===== src/rtl/mss_defines.svh =====
`ifndef MSS_DEFINES_SVH
`define MSS_DEFINES_SVH

// Timebase
`define MSS_CLK_PERIOD_NS 10
`define MSS_MS_NS 1000000
`define MSS_HOUR_S 3600
`define MSS_MS_PER_S 17'd1000
`define MSS_FBK_LIMIT_MS 11'd1000
`define MSS_GAP_MS 17'd20
`define MSS_DRV_PWR_MS 17'd1000
`define MSS_SPH_DEPTH 6'd40

// Register byte offsets
`define MSS_REG_CTRL 8'h00
`define MSS_REG_TIME 8'h04
`define MSS_REG_STAT 8'h08
`define MSS_REG_IRQ_STAT 8'h0c
`define MSS_REG_IRQ_MASK 8'h10

// Control fields
`define MSS_CTRL_MODE_LSB 0
`define MSS_CTRL_ORDER_BIT 2
`define MSS_CTRL_START_BIT 3
`define MSS_CTRL_STOP_BIT 4

// Timing fields, seconds and starts per hour
`define MSS_TIME_DLY_LSB 0
`define MSS_TIME_RUP_LSB 8
`define MSS_TIME_RDN_LSB 16
`define MSS_TIME_SPH_LSB 24

// Status fields
`define MSS_STAT_STATE_LSB 0
`define MSS_STAT_RELAY_LSB 4
`define MSS_STAT_FBK_LSB 8
`define MSS_STAT_CNT_LSB 16

// Interrupt bits
`define MSS_IRQ_OPEN 0
`define MSS_IRQ_WELD 1
`define MSS_IRQ_DSTART 2
`define MSS_IRQ_DSTOP 3
`define MSS_IRQ_REFUSE 4

// Reset values
`define MSS_TIME_RST 32'h0a0a_0a05
`define MSS_MASK_RST 5'h00

// Bus answers
`define MSS_RESP_OKAY 2'h0
`define MSS_RESP_SLVERR 2'h2

`endif


===== src/rtl/mss_pkg.sv =====
package mss_pkg;

  typedef enum logic [1:0] {
    MSS_MODE_OFF = 2'b00,
    MSS_MODE_RESIST = 2'b01,
    MSS_MODE_DRIVE = 2'b10,
    MSS_MODE_AUTO = 2'b11
  } mss_mode_t;

  typedef enum logic [3:0] {
    ST_IDLE = 4'b0000,
    ST_R_STAGE1 = 4'b0001,
    ST_R_RUN = 4'b0010,
    ST_D_POWER = 4'b0011,
    ST_D_RAMP = 4'b0100,
    ST_D_RUN = 4'b0101,
    ST_D_STOP = 4'b0110,
    ST_T_FIRST = 4'b0111,
    ST_T_CHG = 4'b1000,
    ST_T_GAP = 4'b1001,
    ST_T_RUN = 4'b1010
  } mss_state_t;

  typedef struct packed {
    logic aux;
    logic b;
    logic a;
  } mss_relay_t;

  typedef struct packed {
    logic trip;
    logic stop;
    logic start;
  } mss_cmd_t;

endpackage


===== src/rtl/mss_tick.sv =====
`timescale 1ns/10ps
`include "mss_defines.svh"
module mss_tick #(
  parameter logic [16:0] TICK_CYCLES = 17'd100000
) (
  // Clock and reset
  input wire logic aclk,
  input wire logic aresetn,
  // Millisecond strobe
  output logic tick_ff
);
  logic [16:0] cnt_ff;
  logic [16:0] nxt_cnt;
  logic nxt_tick;

  assign nxt_tick = (cnt_ff == TICK_CYCLES - 17'd1);
  assign nxt_cnt = nxt_tick ? 17'd0 : cnt_ff + 17'd1;

  always_ff @(posedge aclk) begin
    if (!aresetn) begin
      cnt_ff <= 17'd0;
      tick_ff <= 1'b0;
    end else begin
      cnt_ff <= nxt_cnt;
      tick_ff <= nxt_tick;
    end
  end
endmodule


===== src/rtl/mss_fbk.sv =====
`timescale 1ns/10ps
`include "mss_defines.svh"
module mss_fbk (
  // Clock and reset
  input wire logic aclk,
  input wire logic aresetn,
  // Timebase and enable
  input wire logic tick,
  input wire logic enable,
  // Relay and its feedback contact
  input wire logic relay,
  input wire logic status,
  // One-cycle fault events
  output logic open_evt_ff,
  output logic weld_evt_ff
);
  logic [10:0] ms_ff;
  logic [10:0] nxt_ms;
  logic relay_q_ff;
  logic mismatch;
  logic fire;

  // Fresh relay change restarts the one second window
  assign mismatch = enable & (relay ^ status) & (relay == relay_q_ff);
  assign fire = mismatch & tick & (ms_ff == `MSS_FBK_LIMIT_MS - 11'd1);
  assign nxt_ms = !mismatch ? 11'd0 :
                  (tick && ms_ff != `MSS_FBK_LIMIT_MS) ? ms_ff + 11'd1 : ms_ff;

  always_ff @(posedge aclk) begin
    if (!aresetn) begin
      ms_ff <= 11'd0;
      relay_q_ff <= 1'b0;
      open_evt_ff <= 1'b0;
      weld_evt_ff <= 1'b0;
    end else begin
      ms_ff <= nxt_ms;
      relay_q_ff <= relay;
      open_evt_ff <= fire & relay;
      weld_evt_ff <= fire & ~relay;
    end
  end
endmodule


===== src/rtl/mss_sequencer.sv =====
// Chosen here: the register offsets and the AXI4-Lite register port.
`timescale 1ns/10ps
`include "mss_defines.svh"
module mss_sequencer #(
  parameter logic [16:0] MS_TICK_CYCLES = 17'(`MSS_MS_NS / `MSS_CLK_PERIOD_NS),
  parameter logic [21:0] HOUR_MS = 22'(`MSS_HOUR_S) * 22'(`MSS_MS_PER_S)
) (
  // Clock and reset
  input wire logic aclk,
  input wire logic aresetn,
  // AXI4-Lite write
  input wire logic [7:0] s_axi_awaddr,
  input wire logic s_axi_awvalid,
  output logic s_axi_awready,
  input wire logic [31:0] s_axi_wdata,
  input wire logic [3:0] s_axi_wstrb,
  input wire logic s_axi_wvalid,
  output logic s_axi_wready,
  output logic [1:0] s_axi_bresp,
  output logic s_axi_bvalid,
  input wire logic s_axi_bready,
  // AXI4-Lite read
  input wire logic [7:0] s_axi_araddr,
  input wire logic s_axi_arvalid,
  output logic s_axi_arready,
  output logic [31:0] s_axi_rdata,
  output logic [1:0] s_axi_rresp,
  output logic s_axi_rvalid,
  input wire logic s_axi_rready,
  // Command and feedback pins
  input wire mss_pkg::mss_cmd_t cmd_pin,
  input wire mss_pkg::mss_relay_t status_pin,
  // Relay coils and interrupt
  output mss_pkg::mss_relay_t relay_ff,
  output logic irq_ff
);
  import mss_pkg::*;

  function automatic logic [31:0] merge_strb(input logic [31:0] old, input logic [31:0] data,
                                             input logic [3:0] strb);
    logic [31:0] res;
    res = old;
    for (int i = 0; i < 4; i++) begin
      if (strb[i]) begin
        res[8*i +: 8] = data[8*i +: 8];
      end
    end
    return res;
  endfunction

  function automatic logic ms_hit(input logic [16:0] now, input logic [16:0] lim, input logic tk);
    return tk & (now == lim - 17'd1);
  endfunction

  function automatic logic [5:0] ptr_inc(input logic [5:0] p);
    return (p == `MSS_SPH_DEPTH - 6'd1) ? 6'd0 : p + 6'd1;
  endfunction

  // Pin synchronisers
  logic [5:0] sync1_ff;
  logic [5:0] sync2_ff;
  logic start_q_ff;
  mss_cmd_t cmd_s;
  mss_relay_t fbk_s;

  always_ff @(posedge aclk) begin
    if (!aresetn) begin
      sync1_ff <= 6'h00;
      sync2_ff <= 6'h00;
      start_q_ff <= 1'b0;
    end else begin
      sync1_ff <= {status_pin, cmd_pin};
      sync2_ff <= sync1_ff;
      start_q_ff <= cmd_s.start;
    end
  end
  assign cmd_s = sync2_ff[2:0];
  assign fbk_s = sync2_ff[5:3];

  // Millisecond timebase
  logic tick;
  mss_tick #(.TICK_CYCLES(MS_TICK_CYCLES)) u_tick (
    .aclk(aclk),
    .aresetn(aresetn),
    .tick_ff(tick)
  );

  // Register bus slave
  logic aw_got_ff;
  logic w_got_ff;
  logic [7:0] aw_addr_ff;
  logic [31:0] w_data_ff;
  logic [3:0] w_strb_ff;
  logic [31:0] rd_mux;
  logic rd_hit;
  logic wr_go;
  logic wr_hit;
  logic [7:0] wr_a;
  logic [7:0] rd_a;
  logic wr_ctrl;
  logic wr_time;
  logic wr_istat;
  logic wr_mask;
  logic [31:0] wr_ctrl_val;
  logic [31:0] w1c_val;

  assign wr_go = aw_got_ff & w_got_ff & ~s_axi_bvalid;
  assign wr_a = {aw_addr_ff[7:2], 2'b00};
  assign rd_a = {s_axi_araddr[7:2], 2'b00};
  assign wr_ctrl = wr_go & (wr_a == `MSS_REG_CTRL);
  assign wr_time = wr_go & (wr_a == `MSS_REG_TIME);
  assign wr_istat = wr_go & (wr_a == `MSS_REG_IRQ_STAT);
  assign wr_mask = wr_go & (wr_a == `MSS_REG_IRQ_MASK);
  assign wr_hit = wr_ctrl | wr_time | wr_istat | wr_mask | (wr_a == `MSS_REG_STAT);
  assign wr_ctrl_val = merge_strb(32'h0000_0000, w_data_ff, w_strb_ff);
  assign w1c_val = wr_istat ? merge_strb(32'h0000_0000, w_data_ff, w_strb_ff) : 32'h0000_0000;

  always_ff @(posedge aclk) begin
    if (!aresetn) begin
      aw_got_ff <= 1'b0;
      w_got_ff <= 1'b0;
      aw_addr_ff <= 8'h00;
      w_data_ff <= 32'h0000_0000;
      w_strb_ff <= 4'h0;
      s_axi_bvalid <= 1'b0;
      s_axi_bresp <= `MSS_RESP_OKAY;
    end else begin
      if (s_axi_awvalid && s_axi_awready) begin
        aw_got_ff <= 1'b1;
        aw_addr_ff <= s_axi_awaddr;
      end
      if (s_axi_wvalid && s_axi_wready) begin
        w_got_ff <= 1'b1;
        w_data_ff <= s_axi_wdata;
        w_strb_ff <= s_axi_wstrb;
      end
      if (wr_go) begin
        s_axi_bvalid <= 1'b1;
        s_axi_bresp <= wr_hit ? `MSS_RESP_OKAY : `MSS_RESP_SLVERR;
        aw_got_ff <= 1'b0;
        w_got_ff <= 1'b0;
      end else if (s_axi_bvalid && s_axi_bready) begin
        s_axi_bvalid <= 1'b0;
      end
    end
  end
  // Ready falls once the item is held, rises after the response
  always_ff @(posedge aclk) begin
    if (!aresetn) begin
      s_axi_awready <= 1'b0;
      s_axi_wready <= 1'b0;
    end else begin
      s_axi_awready <= ~(aw_got_ff | (s_axi_awvalid & s_axi_awready)) & ~s_axi_bvalid & ~wr_go;
      s_axi_wready <= ~(w_got_ff | (s_axi_wvalid & s_axi_wready)) & ~s_axi_bvalid & ~wr_go;
    end
  end

  // Control and timing registers
  mss_mode_t mode_ff;
  logic order_ff;
  logic [31:0] time_ff;
  logic [4:0] mask_ff;
  logic [4:0] irq_stat_ff;
  logic [4:0] nxt_irq_stat;
  logic [4:0] events;
  logic [16:0] dly_ms;
  logic [16:0] rup_ms;
  logic [16:0] rdn_ms;
  logic [5:0] sph_lim;
  logic [31:0] mask_new;

  always_ff @(posedge aclk) begin
    if (!aresetn) begin
      mode_ff <= MSS_MODE_OFF;
      order_ff <= 1'b0;
      time_ff <= `MSS_TIME_RST;
      mask_ff <= `MSS_MASK_RST;
    end else begin
      if (wr_ctrl && w_strb_ff[0]) begin
        mode_ff <= mss_mode_t'(wr_ctrl_val[`MSS_CTRL_MODE_LSB +: 2]);
        order_ff <= wr_ctrl_val[`MSS_CTRL_ORDER_BIT];
      end
      if (wr_time) begin
        time_ff <= merge_strb(time_ff, w_data_ff, w_strb_ff);
      end
      if (wr_mask) begin
        mask_ff <= mask_new[4:0];
      end
    end
  end
  assign mask_new = merge_strb({27'h0, mask_ff}, w_data_ff, w_strb_ff);
  assign dly_ms = {10'h000, time_ff[`MSS_TIME_DLY_LSB +: 7]} * `MSS_MS_PER_S;
  assign rup_ms = {10'h000, time_ff[`MSS_TIME_RUP_LSB +: 7]} * `MSS_MS_PER_S;
  assign rdn_ms = {10'h000, time_ff[`MSS_TIME_RDN_LSB +: 7]} * `MSS_MS_PER_S;
  assign sph_lim = time_ff[`MSS_TIME_SPH_LSB +: 6];

  // Commands
  logic sw_start;
  logic sw_stop;
  logic stop_trip;
  logic start_req;
  logic sph_full;
  logic start_go;
  logic refused;
  mss_state_t state_ff;

  assign sw_start = wr_ctrl & wr_ctrl_val[`MSS_CTRL_START_BIT];
  assign sw_stop = wr_ctrl & wr_ctrl_val[`MSS_CTRL_STOP_BIT];
  assign stop_trip = cmd_s.stop | cmd_s.trip | sw_stop;
  assign start_req = (cmd_s.start & ~start_q_ff) | sw_start;
  assign start_go = start_req & (state_ff == ST_IDLE) & ~stop_trip & (mode_ff != MSS_MODE_OFF) &
                    ~((mode_ff == MSS_MODE_AUTO) & sph_full);
  assign refused = start_req & (state_ff == ST_IDLE) & ~stop_trip & (mode_ff == MSS_MODE_AUTO) & sph_full;

  // Autotransformer starts in the last hour, one timestamp per start
  logic [21:0] ts_mem [0:39];
  logic [21:0] now_ms_ff;
  logic [5:0] wr_ptr_ff;
  logic [5:0] rd_ptr_ff;
  logic [5:0] starts_cnt_ff;
  logic push;
  logic expire_old;
  logic [21:0] age;

  assign push = start_go & (mode_ff == MSS_MODE_AUTO);
  assign age = now_ms_ff - ts_mem[rd_ptr_ff];
  assign expire_old = tick & (starts_cnt_ff != 6'd0) & (age >= HOUR_MS);
  assign sph_full = (starts_cnt_ff >= sph_lim) | (starts_cnt_ff == `MSS_SPH_DEPTH);

  always_ff @(posedge aclk) begin
    if (push) begin
      ts_mem[wr_ptr_ff] <= now_ms_ff;
    end
  end
  always_ff @(posedge aclk) begin
    if (!aresetn) begin
      now_ms_ff <= 22'h000000;
      wr_ptr_ff <= 6'd0;
      rd_ptr_ff <= 6'd0;
      starts_cnt_ff <= 6'd0;
    end else begin
      now_ms_ff <= tick ? now_ms_ff + 22'h000001 : now_ms_ff;
      wr_ptr_ff <= push ? ptr_inc(wr_ptr_ff) : wr_ptr_ff;
      rd_ptr_ff <= expire_old ? ptr_inc(rd_ptr_ff) : rd_ptr_ff;
      starts_cnt_ff <= starts_cnt_ff + {5'h00, push} - {5'h00, expire_old};
    end
  end

  // Feedback supervision per relay
  logic [2:0] fbk_en;
  logic [2:0] open_evt;
  logic [2:0] weld_evt;
  logic open_any;
  logic weld_any;

  assign fbk_en[0] = (mode_ff != MSS_MODE_OFF);
  assign fbk_en[1] = (mode_ff == MSS_MODE_RESIST) | (mode_ff == MSS_MODE_AUTO);
  assign fbk_en[2] = (mode_ff == MSS_MODE_AUTO);
  generate
    for (genvar gi = 0; gi < 3; gi++) begin : g_fbk
      mss_fbk u_fbk (
        .aclk(aclk),
        .aresetn(aresetn),
        .tick(tick),
        .enable(fbk_en[gi]),
        .relay(relay_ff[gi]),
        .status(fbk_s[gi]),
        .open_evt_ff(open_evt[gi]),
        .weld_evt_ff(weld_evt[gi])
      );
    end
  endgenerate
  assign open_any = |open_evt;
  assign weld_any = |weld_evt;

  // Sequencer
  mss_state_t nxt_state;
  mss_relay_t nxt_relay;
  logic [16:0] seq_ms_ff;
  logic [16:0] nxt_seq_ms;
  logic keep_ms;
  logic ds_fail;
  logic dstop_fail;
  logic drive_run;

  assign drive_run = (state_ff == ST_D_POWER) | (state_ff == ST_D_RAMP) | (state_ff == ST_D_RUN);

  always_comb begin
    nxt_state = state_ff;
    nxt_relay = relay_ff;
    keep_ms = 1'b0;
    ds_fail = 1'b0;
    dstop_fail = 1'b0;
    case (state_ff)
      ST_IDLE: begin
        if (start_go && mode_ff == MSS_MODE_RESIST) begin
          nxt_state = ST_R_STAGE1;
          nxt_relay.a = 1'b1;
        end else if (start_go && mode_ff == MSS_MODE_DRIVE) begin
          nxt_state = ST_D_POWER;
          nxt_relay.a = 1'b1;
        end else if (start_go && mode_ff == MSS_MODE_AUTO) begin
          nxt_state = ST_T_FIRST;
          nxt_relay.a = ~order_ff;
          nxt_relay.aux = order_ff;
        end
      end
      ST_R_STAGE1: begin
        if (ms_hit(seq_ms_ff, dly_ms, tick)) begin
          nxt_state = ST_R_RUN;
          nxt_relay.b = 1'b1;
        end
      end
      ST_D_POWER: begin
        if (ms_hit(seq_ms_ff, `MSS_DRV_PWR_MS, tick)) begin
          nxt_state = ST_D_RAMP;
          nxt_relay.b = 1'b1;
        end
      end
      ST_D_RAMP: begin
        if (fbk_s.b) begin
          nxt_state = ST_D_RUN;
        end else begin
          ds_fail = ms_hit(seq_ms_ff, rup_ms, tick);
        end
      end
      ST_D_STOP: begin
        if (!fbk_s.b) begin
          nxt_state = ST_IDLE;
          nxt_relay.a = 1'b0;
        end else begin
          dstop_fail = ms_hit(seq_ms_ff, rdn_ms, tick);
        end
      end
      ST_T_FIRST: begin
        if (ms_hit(seq_ms_ff, `MSS_GAP_MS, tick)) begin
          nxt_state = ST_T_CHG;
          nxt_relay.a = 1'b1;
          nxt_relay.aux = 1'b1;
          keep_ms = ~order_ff;
        end
      end
      ST_T_CHG: begin
        if (ms_hit(seq_ms_ff, dly_ms, tick)) begin
          nxt_state = ST_T_GAP;
          nxt_relay.a = 1'b0;
          nxt_relay.aux = 1'b0;
        end
      end
      ST_T_GAP: begin
        if (ms_hit(seq_ms_ff, `MSS_GAP_MS, tick)) begin
          nxt_state = ST_T_RUN;
          nxt_relay.b = 1'b1;
        end
      end
      ST_R_RUN, ST_D_RUN, ST_T_RUN: begin
        nxt_state = state_ff;
      end
      default: begin
        nxt_state = ST_IDLE;
        nxt_relay = 3'b000;
      end
    endcase
    if (stop_trip && drive_run) begin
      nxt_state = ST_D_STOP;
      nxt_relay.b = 1'b0;
    end else if (stop_trip && state_ff != ST_IDLE && state_ff != ST_D_STOP) begin
      nxt_state = ST_IDLE;
      nxt_relay = 3'b000;
    end
    if (open_any) begin
      nxt_state = ST_IDLE;
      nxt_relay = 3'b000;
    end
    keep_ms = keep_ms & (nxt_state == ST_T_CHG);
  end

  // Sequence timer restarts on every state change except ST_T_FIRST to ST_T_CHG with order_ff low
  assign nxt_seq_ms = ((nxt_state != state_ff) && !keep_ms) ? 17'd0 :
                      (tick && seq_ms_ff != 17'h1ffff) ? seq_ms_ff + 17'd1 : seq_ms_ff;

  always_ff @(posedge aclk) begin
    if (!aresetn) begin
      state_ff <= ST_IDLE;
      relay_ff <= 3'b000;
      seq_ms_ff <= 17'd0;
    end else begin
      state_ff <= nxt_state;
      relay_ff <= nxt_relay;
      seq_ms_ff <= nxt_seq_ms;
    end
  end

  // Sticky events, set wins over clear
  assign events = {refused, dstop_fail, ds_fail, weld_any, open_any};
  assign nxt_irq_stat = (irq_stat_ff & ~w1c_val[4:0]) | events;
  always_ff @(posedge aclk) begin
    if (!aresetn) begin
      irq_stat_ff <= 5'h00;
      irq_ff <= 1'b0;
    end else begin
      irq_stat_ff <= nxt_irq_stat;
      irq_ff <= |(irq_stat_ff & mask_ff);
    end
  end

  // Read path
  assign rd_hit = (rd_a == `MSS_REG_CTRL) | (rd_a == `MSS_REG_TIME) | (rd_a == `MSS_REG_STAT) |
                  (rd_a == `MSS_REG_IRQ_STAT) | (rd_a == `MSS_REG_IRQ_MASK);
  assign rd_mux = (rd_a == `MSS_REG_CTRL) ? {29'h0, order_ff, mode_ff} :
                  (rd_a == `MSS_REG_TIME) ? time_ff :
                  (rd_a == `MSS_REG_STAT) ? ({26'h0, starts_cnt_ff} << `MSS_STAT_CNT_LSB) |
                                            ({29'h0, fbk_s} << `MSS_STAT_FBK_LSB) |
                                            ({29'h0, relay_ff} << `MSS_STAT_RELAY_LSB) |
                                            ({28'h0, state_ff} << `MSS_STAT_STATE_LSB) :
                  (rd_a == `MSS_REG_IRQ_STAT) ? {27'h0, irq_stat_ff} :
                  (rd_a == `MSS_REG_IRQ_MASK) ? {27'h0, mask_ff} : 32'h0000_0000;

  always_ff @(posedge aclk) begin
    if (!aresetn) begin
      s_axi_arready <= 1'b0;
      s_axi_rvalid <= 1'b0;
      s_axi_rdata <= 32'h0000_0000;
      s_axi_rresp <= `MSS_RESP_OKAY;
    end else if (s_axi_arvalid && s_axi_arready) begin
      s_axi_arready <= 1'b0;
      s_axi_rvalid <= 1'b1;
      s_axi_rdata <= rd_mux;
      s_axi_rresp <= rd_hit ? `MSS_RESP_OKAY : `MSS_RESP_SLVERR;
    end else if (s_axi_rvalid && s_axi_rready) begin
      s_axi_rvalid <= 1'b0;
    end else begin
      s_axi_arready <= ~s_axi_rvalid;
    end
  end
endmodule


===== config.mk =====
export PLATFORM = sky130hd
export DESIGN_NAME = mss_sequencer
export DESIGN_NICKNAME = d
export VERILOG_FILES = /design/src/rtl/mss_pkg.sv /design/src/rtl/mss_tick.sv /design/src/rtl/mss_fbk.sv /design/src/rtl/mss_sequencer.sv
export VERILOG_INCLUDE_DIRS = /design/src /design/src/rtl
export SDC_FILE = /design/constraint.sdc
export NUM_CORES = 2
export LEC_CHECK = 0
export BUFFER_PORTS_ARGS = -buffer_cell sky130_fd_sc_hd__buf_2
export CAP_MARGIN = 20
export CELL_PAD_IN_SITES_DETAIL_PLACEMENT = 1
export CELL_PAD_IN_SITES_GLOBAL_PLACEMENT = 1
export CORE_MARGIN = 8
export CORE_UTILIZATION = 54
export CTS_CLUSTER_DIAMETER = 40
export DETAILED_ROUTE_END_ITERATION = 7
export PLACE_DENSITY = 0.88
export SLEW_MARGIN = 0
export SYNTH_ARGS = -nofsm -noshare
export SYNTH_HDL_FRONTEND = slang
export SYNTH_HIERARCHICAL = 1
export SYNTH_SLANG_ARGS = --single-unit

===== constraint.sdc =====
create_clock -name aclk -period 8.1 [get_ports aclk]
set_clock_uncertainty 0.1 [all_clocks]
set_input_delay 1.215 -clock aclk [delete_from_list [all_inputs] [get_ports aclk]]
set_output_delay 1.215 -clock aclk [all_outputs]
set_load 0.1 [all_outputs]

Word level (Yosys, flattened, before mapping). Memories as Yosys holds them, arrays and structs flattened. A register that Yosys moved wholly into a read port is not among the register bits. Cells that the tools add are included.

Bitwise logic cells: 90. Multipliers: 3. Equal/unequal tests: 46. $add $sub $neg: 14. Reduce and logical (&&, ||, !) cells: 48. Muxes and demuxes: 59. $lt $le $gt $ge: 2.

Operator list (count): 32-bit 2-to-1 mux (2); 4-bit 2-to-1 mux (13); 17-bit == test (3); 17-bit by 1-bit subtractor with 17-bit output (second input constant) (3); 1-bit bitwise AND (49); 7-bit by 7-bit multiplier with 14-bit output (second input constant) (3); 4-bit one-hot mux with 9 select lines (1); 17-bit by 1-bit adder with 17-bit output (second input constant) (2); 11-bit by 1-bit adder with 11-bit output (second input constant) (3); 11-bit by 10-bit == test with 1-bit output (second input constant) (3); 11-bit by 10-bit inequality test with 1-bit output (second input constant) (3); 1-bit 2-to-1 mux (28); 6-bit by 2-bit == test with 1-bit output (second input constant) (4); 6-bit 2-to-1 mux (4); 22-bit by 1-bit adder with 22-bit output (second input constant) (1); 22-bit greater-or-equal comparator (second input constant) (1); 22-bit 2-to-1 mux (1); 22-bit by 11-bit bitwise OR with 22-bit output (1); 22-bit by 4-bit bitwise OR with 22-bit output (1); 22-bit by 7-bit bitwise OR with 22-bit output (1); 22-bit subtractor (1); 5-bit 2-to-1 mux (4); 6-bit == test (second input constant) (3); 17-bit by 10-bit == test with 1-bit output (second input constant) (1); 46 further kinds (126).

Memories kept: 1. RAM bits: 880. Output and inout bits: 45. Flip-flop bits (word level): 270. Input bits: 65. Logic and storage cells: 311.

Memories: ts_mem (words 40, bits a word 22, rd ports 1, clocked after memory_dff 1, write ports 1, RTL line mss_sequencer.sv:216) `logic [21:0] ts_mem [0:39];`.

Longest topological paths before layout.
Depth after elaboration: 22. Depth in mapped cells: 28. Gate-level depth less buffers: 24.

Cells and area by module. Netlist, hierarchy kept.

Modules (own cells, without submodules): mss_sequencer (seq. area each 30669.4 um2, cells an instance 3107, times used 1, area an instance 48674.2 um2); mss_fbk (seq. area each 280.3 um2, cells an instance 73, times used 3, area an instance 660.6 um2); mss_tick (seq. area each 360.3 um2, cells an instance 88, times used 1, area an instance 803.3 um2).

Worst setup path after synthesis. No wires, ideal clock.

Path kind: reg2reg. From: register with a tool-made name. To: register starts_cnt_ff[5]. Arrival: 6.808 ns. Library setup time: 0.115 ns. Stages on the path, launching flop included: 27. Required time: 7.885 ns. Period minus slack after synthesis: 7.023 ns. Buffers on the path: 4. Slack: 1.077 ns. Path through: dfxtp_1 clkbuf_1 buf_2 clkbuf_1 buf_1 mux4_2 mux4_2 mux2_2 o21ai_0 ha_1 a21o_1 a21o_1 a221oi_1 a21boi_0 o21ai_0 a31o_2 xnor2_1 a211oi_2 ha_1 inv_1 ha_1 a21o_1 a21oi_1 o21bai_1 a21oi_1 xor2_1 and2_1.

RTL lines: to (signal assigned) (RTL line mss_sequencer.sv:245) `starts_cnt_ff <= starts_cnt_ff + {5'h00, push} - {5'h00, expire_old};`; to (decl) (RTL line mss_sequencer.sv:220) `logic [5:0] starts_cnt_ff;`.

==> key figures <==
Outcome
  • Result of the run: finished, final reports clean

CTS
  • Clock sink count: about 1200
  • H-Tree Depth: 4
  • Clock input transition at the sequential cells of the worst setup and hold paths: ~0.070 ns
  • Clock tree from TritonCTS: done
  • Maximum count of clock buffers along a single path: 3
  • Cell at the root of the clock tree: clkbuf_16
  • Clock latency on the worst-skew pair: a little under 0.8 ns
  • Number of buffers added for setup after CTS: 0
  • Number of buffers created by CTS: 144

Place
  • Number of I/O port buffers: around 100
  • Final Wtd Congestion: about 0.84
  • Half-perimeter wire length of the detailed placement result: slightly below 90000 microns
  • Worst slack, placed: roughly 0.64 ns

Worst setup path
  • Critical Path Source Type: register
  • Crit path DAT: roughly 8.4 ns
  • CP endpoint: starts_cnt_ff[5]
  • CP max FO: 25
  • Crit Reg-Reg Endpoint: starts_cnt_ff[5]
  • Worst r2r path cells: 23
  • Sort of element at the end of the critical path: register
  • Worst Path Required: around 8.7 ns
  • Crit Path Class: reg2reg
  • FF-to-FF setup slack: 0.29 ns

Logic synthesis
  • Average cell area after synthesis: roughly 15 sq um
  • Share of flip-flops with an asynchronous set or reset: 0%
  • List of most frequent post-synthesis cells: edfxtp_1 (880), dfxtp_1 (272), nand2_1 (265)
  • Cell variety after synth: 109
  • Most instantiated flip-flop cell in the synthesis netlist: edfxtp_1
  • Cell type with the largest total area after synthesis: edfxtp_1
  • Top-area cell type share of the netlist area: between 50% and 60%
  • Count of flip-flops with a built-in enable after synthesis: between 800 and 900
  • Number of standard cells after synthesis: between 3000 and 4000
  • Most common cell in the netlist: edfxtp_1
  • Top post-synthesis cells by area: edfxtp_1 (51%), mux4_2 (12%), dfxtp_1 (11%)
  • Netlist area before placement: 51500 sq um
  • Yosys Warn Count: 6
  • Fraction of the yosys area taken by sequential cells: just over 60%
  • Synthesis-stage register bit count: approximately 1200

GRT
  • First-pass GRT wire length: between 200000 and 250000 microns
  • Via count of the first global-routing pass: between 30000 and 40000
  • Overall overflow remaining after global route: 0
  • Overall routing resource usage: a little under 30%
  • Antenna violations before repair: 1
  • Largest net degree at the start of global routing: 86

Timing
  • Fmax: 0.128 GHz
  • Final Worst Setup Slack: 0.287 ns
  • Count of final setup violators: 0
  • Final slew viol count: 0
  • Minimum clock period: 7.81 ns
  • Slew at the pin closest to its max-slew limit: ~1.1 ns
  • Endpoints failing hold: 0
  • Final cycle utilization of the critical path: between 90% and 100%
  • Worst hold margin: between 0.3 and 0.4 ns
  • Unrepaired setup endpoints after global routing: no
  • Setup TNS Final: 0 ns
  • Worst-case headroom to the max-slew limit: between 20% and 30%

Routing
  • DRC violations left: 0
  • Total number of vias: between 30000 and 40000
  • Detailed Routing Iterations Pass 1: 5
  • Vias per cell: 6.53
  • Iteration-0 DRC Markers: roughly 3700
  • Routed WL: approximately 160000 microns
  • Antenna-violating nets left: 0
  • Wire length per cell after detailed routing: 31.4 microns

Cells and area
  • Core occupancy in the finished layout: 62.0%
  • NumNets Final: about 3900
  • Area overhead of the layout relative to synthesis: 14.2%
  • Antenna diode count: 0
  • Layout cells sized above 1: roughly 22%

Pwr
  • Largest vdd supply drop: 0.210 mV
  • Cell leakage power: between 15 and 20 nW
  • Total power draw: 13.0 mW
  • Power density over the cells: ~220 nW/um^2

Floorplanning
  • Floorplan die height: approximately 320 microns
  • Std cell rows: between 100 and 150
  • Core area: around 95000 sq um
  • Overall die area: roughly 110000 sq um
  • Initial core utilization: ~54%
  • Number of ports placed on the die boundary: between 100 and 150
  • DIE WIDTH: 325 microns

Hold path
  • Worst hold path class: reg2reg

Flow run
  • Max_cap viols: 0
registers in the layout (all words and copies together), names as in the netlist, 6 cells and up, named ones only:
signal	flops
aw_addr_ff	6
g_fbk.u_fbk/ms_ff	33
now_ms_ff	22
rd_ptr_ff	6
s_axi_rdata	32
seq_ms_ff	17
starts_cnt_ff	6
sync1_ff	6
sync2_ff	6
time_ff	32
ts_mem	880
u_tick/cnt_ff	17
w_data_ff	32
wr_ptr_ff	6
where the power goes:
group	internal, mW	switching, mW
logic	0.0363	0.0829
clock network	3.80	2.80
registers	6.29	0.0173
total	10.1	2.90
cell families (layout without fill, tap and decap cells):
family	Yosys count	after routing	share of synthesized area [%]
other	1	2	0.00729
xor gates and xnor gates	174	174	3.05
adders and majority gates	209	209	5.88
DFF	1152	1152	61.9
muxes	326	326	12.8
AOI/OAI and AO/OA	418	418	5.76
buffers and inverters	301	614	2.31
and+or+nand+nor	833	833	8.24
cell usage in the layout, fill, tap and decap left out, types with 54 or more instances in the layout:
cell type  count
clkbuf_16    144
ha_1         154
mux4_2       264
edfxtp_1     880
dfxtp_1      267
nand3_1       61
buf_4         88
a21oi_1       71
xnor2_1      109
o21ai_0       80
buf_2        102
fa_1          55
nand4_1       54
inv_1        147
xor2_1        62
a21boi_0      74
nand2_1      265
nor2_1       123
area by class of cell:
class                      instances  area [sq um]
fill                            8697         36000
sequential                      1152         31900
multi-input combinational       1962         18500
clock buffer                     166          3740
tap                             1265          1580
timing repair buffer             200          1320
clock inverter                   100          1190
inverter                         148           556
per-stage QoR:
stage	cell area (sq um)	cells
global route	58800	4993
finish	58800	4993
global placement	53800	4722
CTS	58800	4990
floorplan	51500	3415
detailed placement	53800	4724
critical path: stages, from the launching register on:
cell and delay [ns]:
dfxtp_4 0.61, buf_12 0.30, buf_4 0.42, mux4_2 0.61, mux4_2 0.47, mux2_2 0.29, o21ai_0 0.31, ha_1 0.40
and3_1 0.21, a221oi_1 0.29, a21boi_1 0.53, o21ai_0 0.35, a311oi_1 0.42, a311oi_1 0.14, a211oi_2 0.52, ha_1 0.31
inv_1 0.07, ha_1 0.28, a21o_1 0.18, a21oi_1 0.25, o21bai_1 0.10, a21oi_1 0.18, xor2_1 0.18, and2_1 0.14
how the worst min path moves through the flow:
stage                                          start        endpoint  cells past startpoint
after floorplan                          sync1_ff[0]     sync2_ff[0]                      1
after global placement                   sync1_ff[3]     sync2_ff[3]                      1
after detailed placement                 sync1_ff[2]     sync2_ff[2]                      1
after CTS                 g_fbk[2].u_fbk/weld_evt_ff  irq_stat_ff[1]                      1
after global routing      g_fbk[2].u_fbk/weld_evt_ff  irq_stat_ff[1]                      1
final                     g_fbk[2].u_fbk/weld_evt_ff  irq_stat_ff[1]                      1
timing repair:
item,4_1_cts,5_1_grt
hold buffers,0,0
endpoints found under the setup margin,0,2
resized for setup,0,1
metal layers:
| layer | vias to the layer above | global-route usage [%] | wire length (microns) |
|---|---|---|---|
| li1 | 13500 | - | - |
| met1 | 16900 | 34.8 | 56100 |
| met5 | - | 0 | 0 |
| met4 | 0 | 13.9 | 7990 |
| met2 | 1842 | 51.9 | 81200 |
| met3 | 460 | 4.88 | 11200 |
Note: power is estimated with default switching activity, not from simulation.
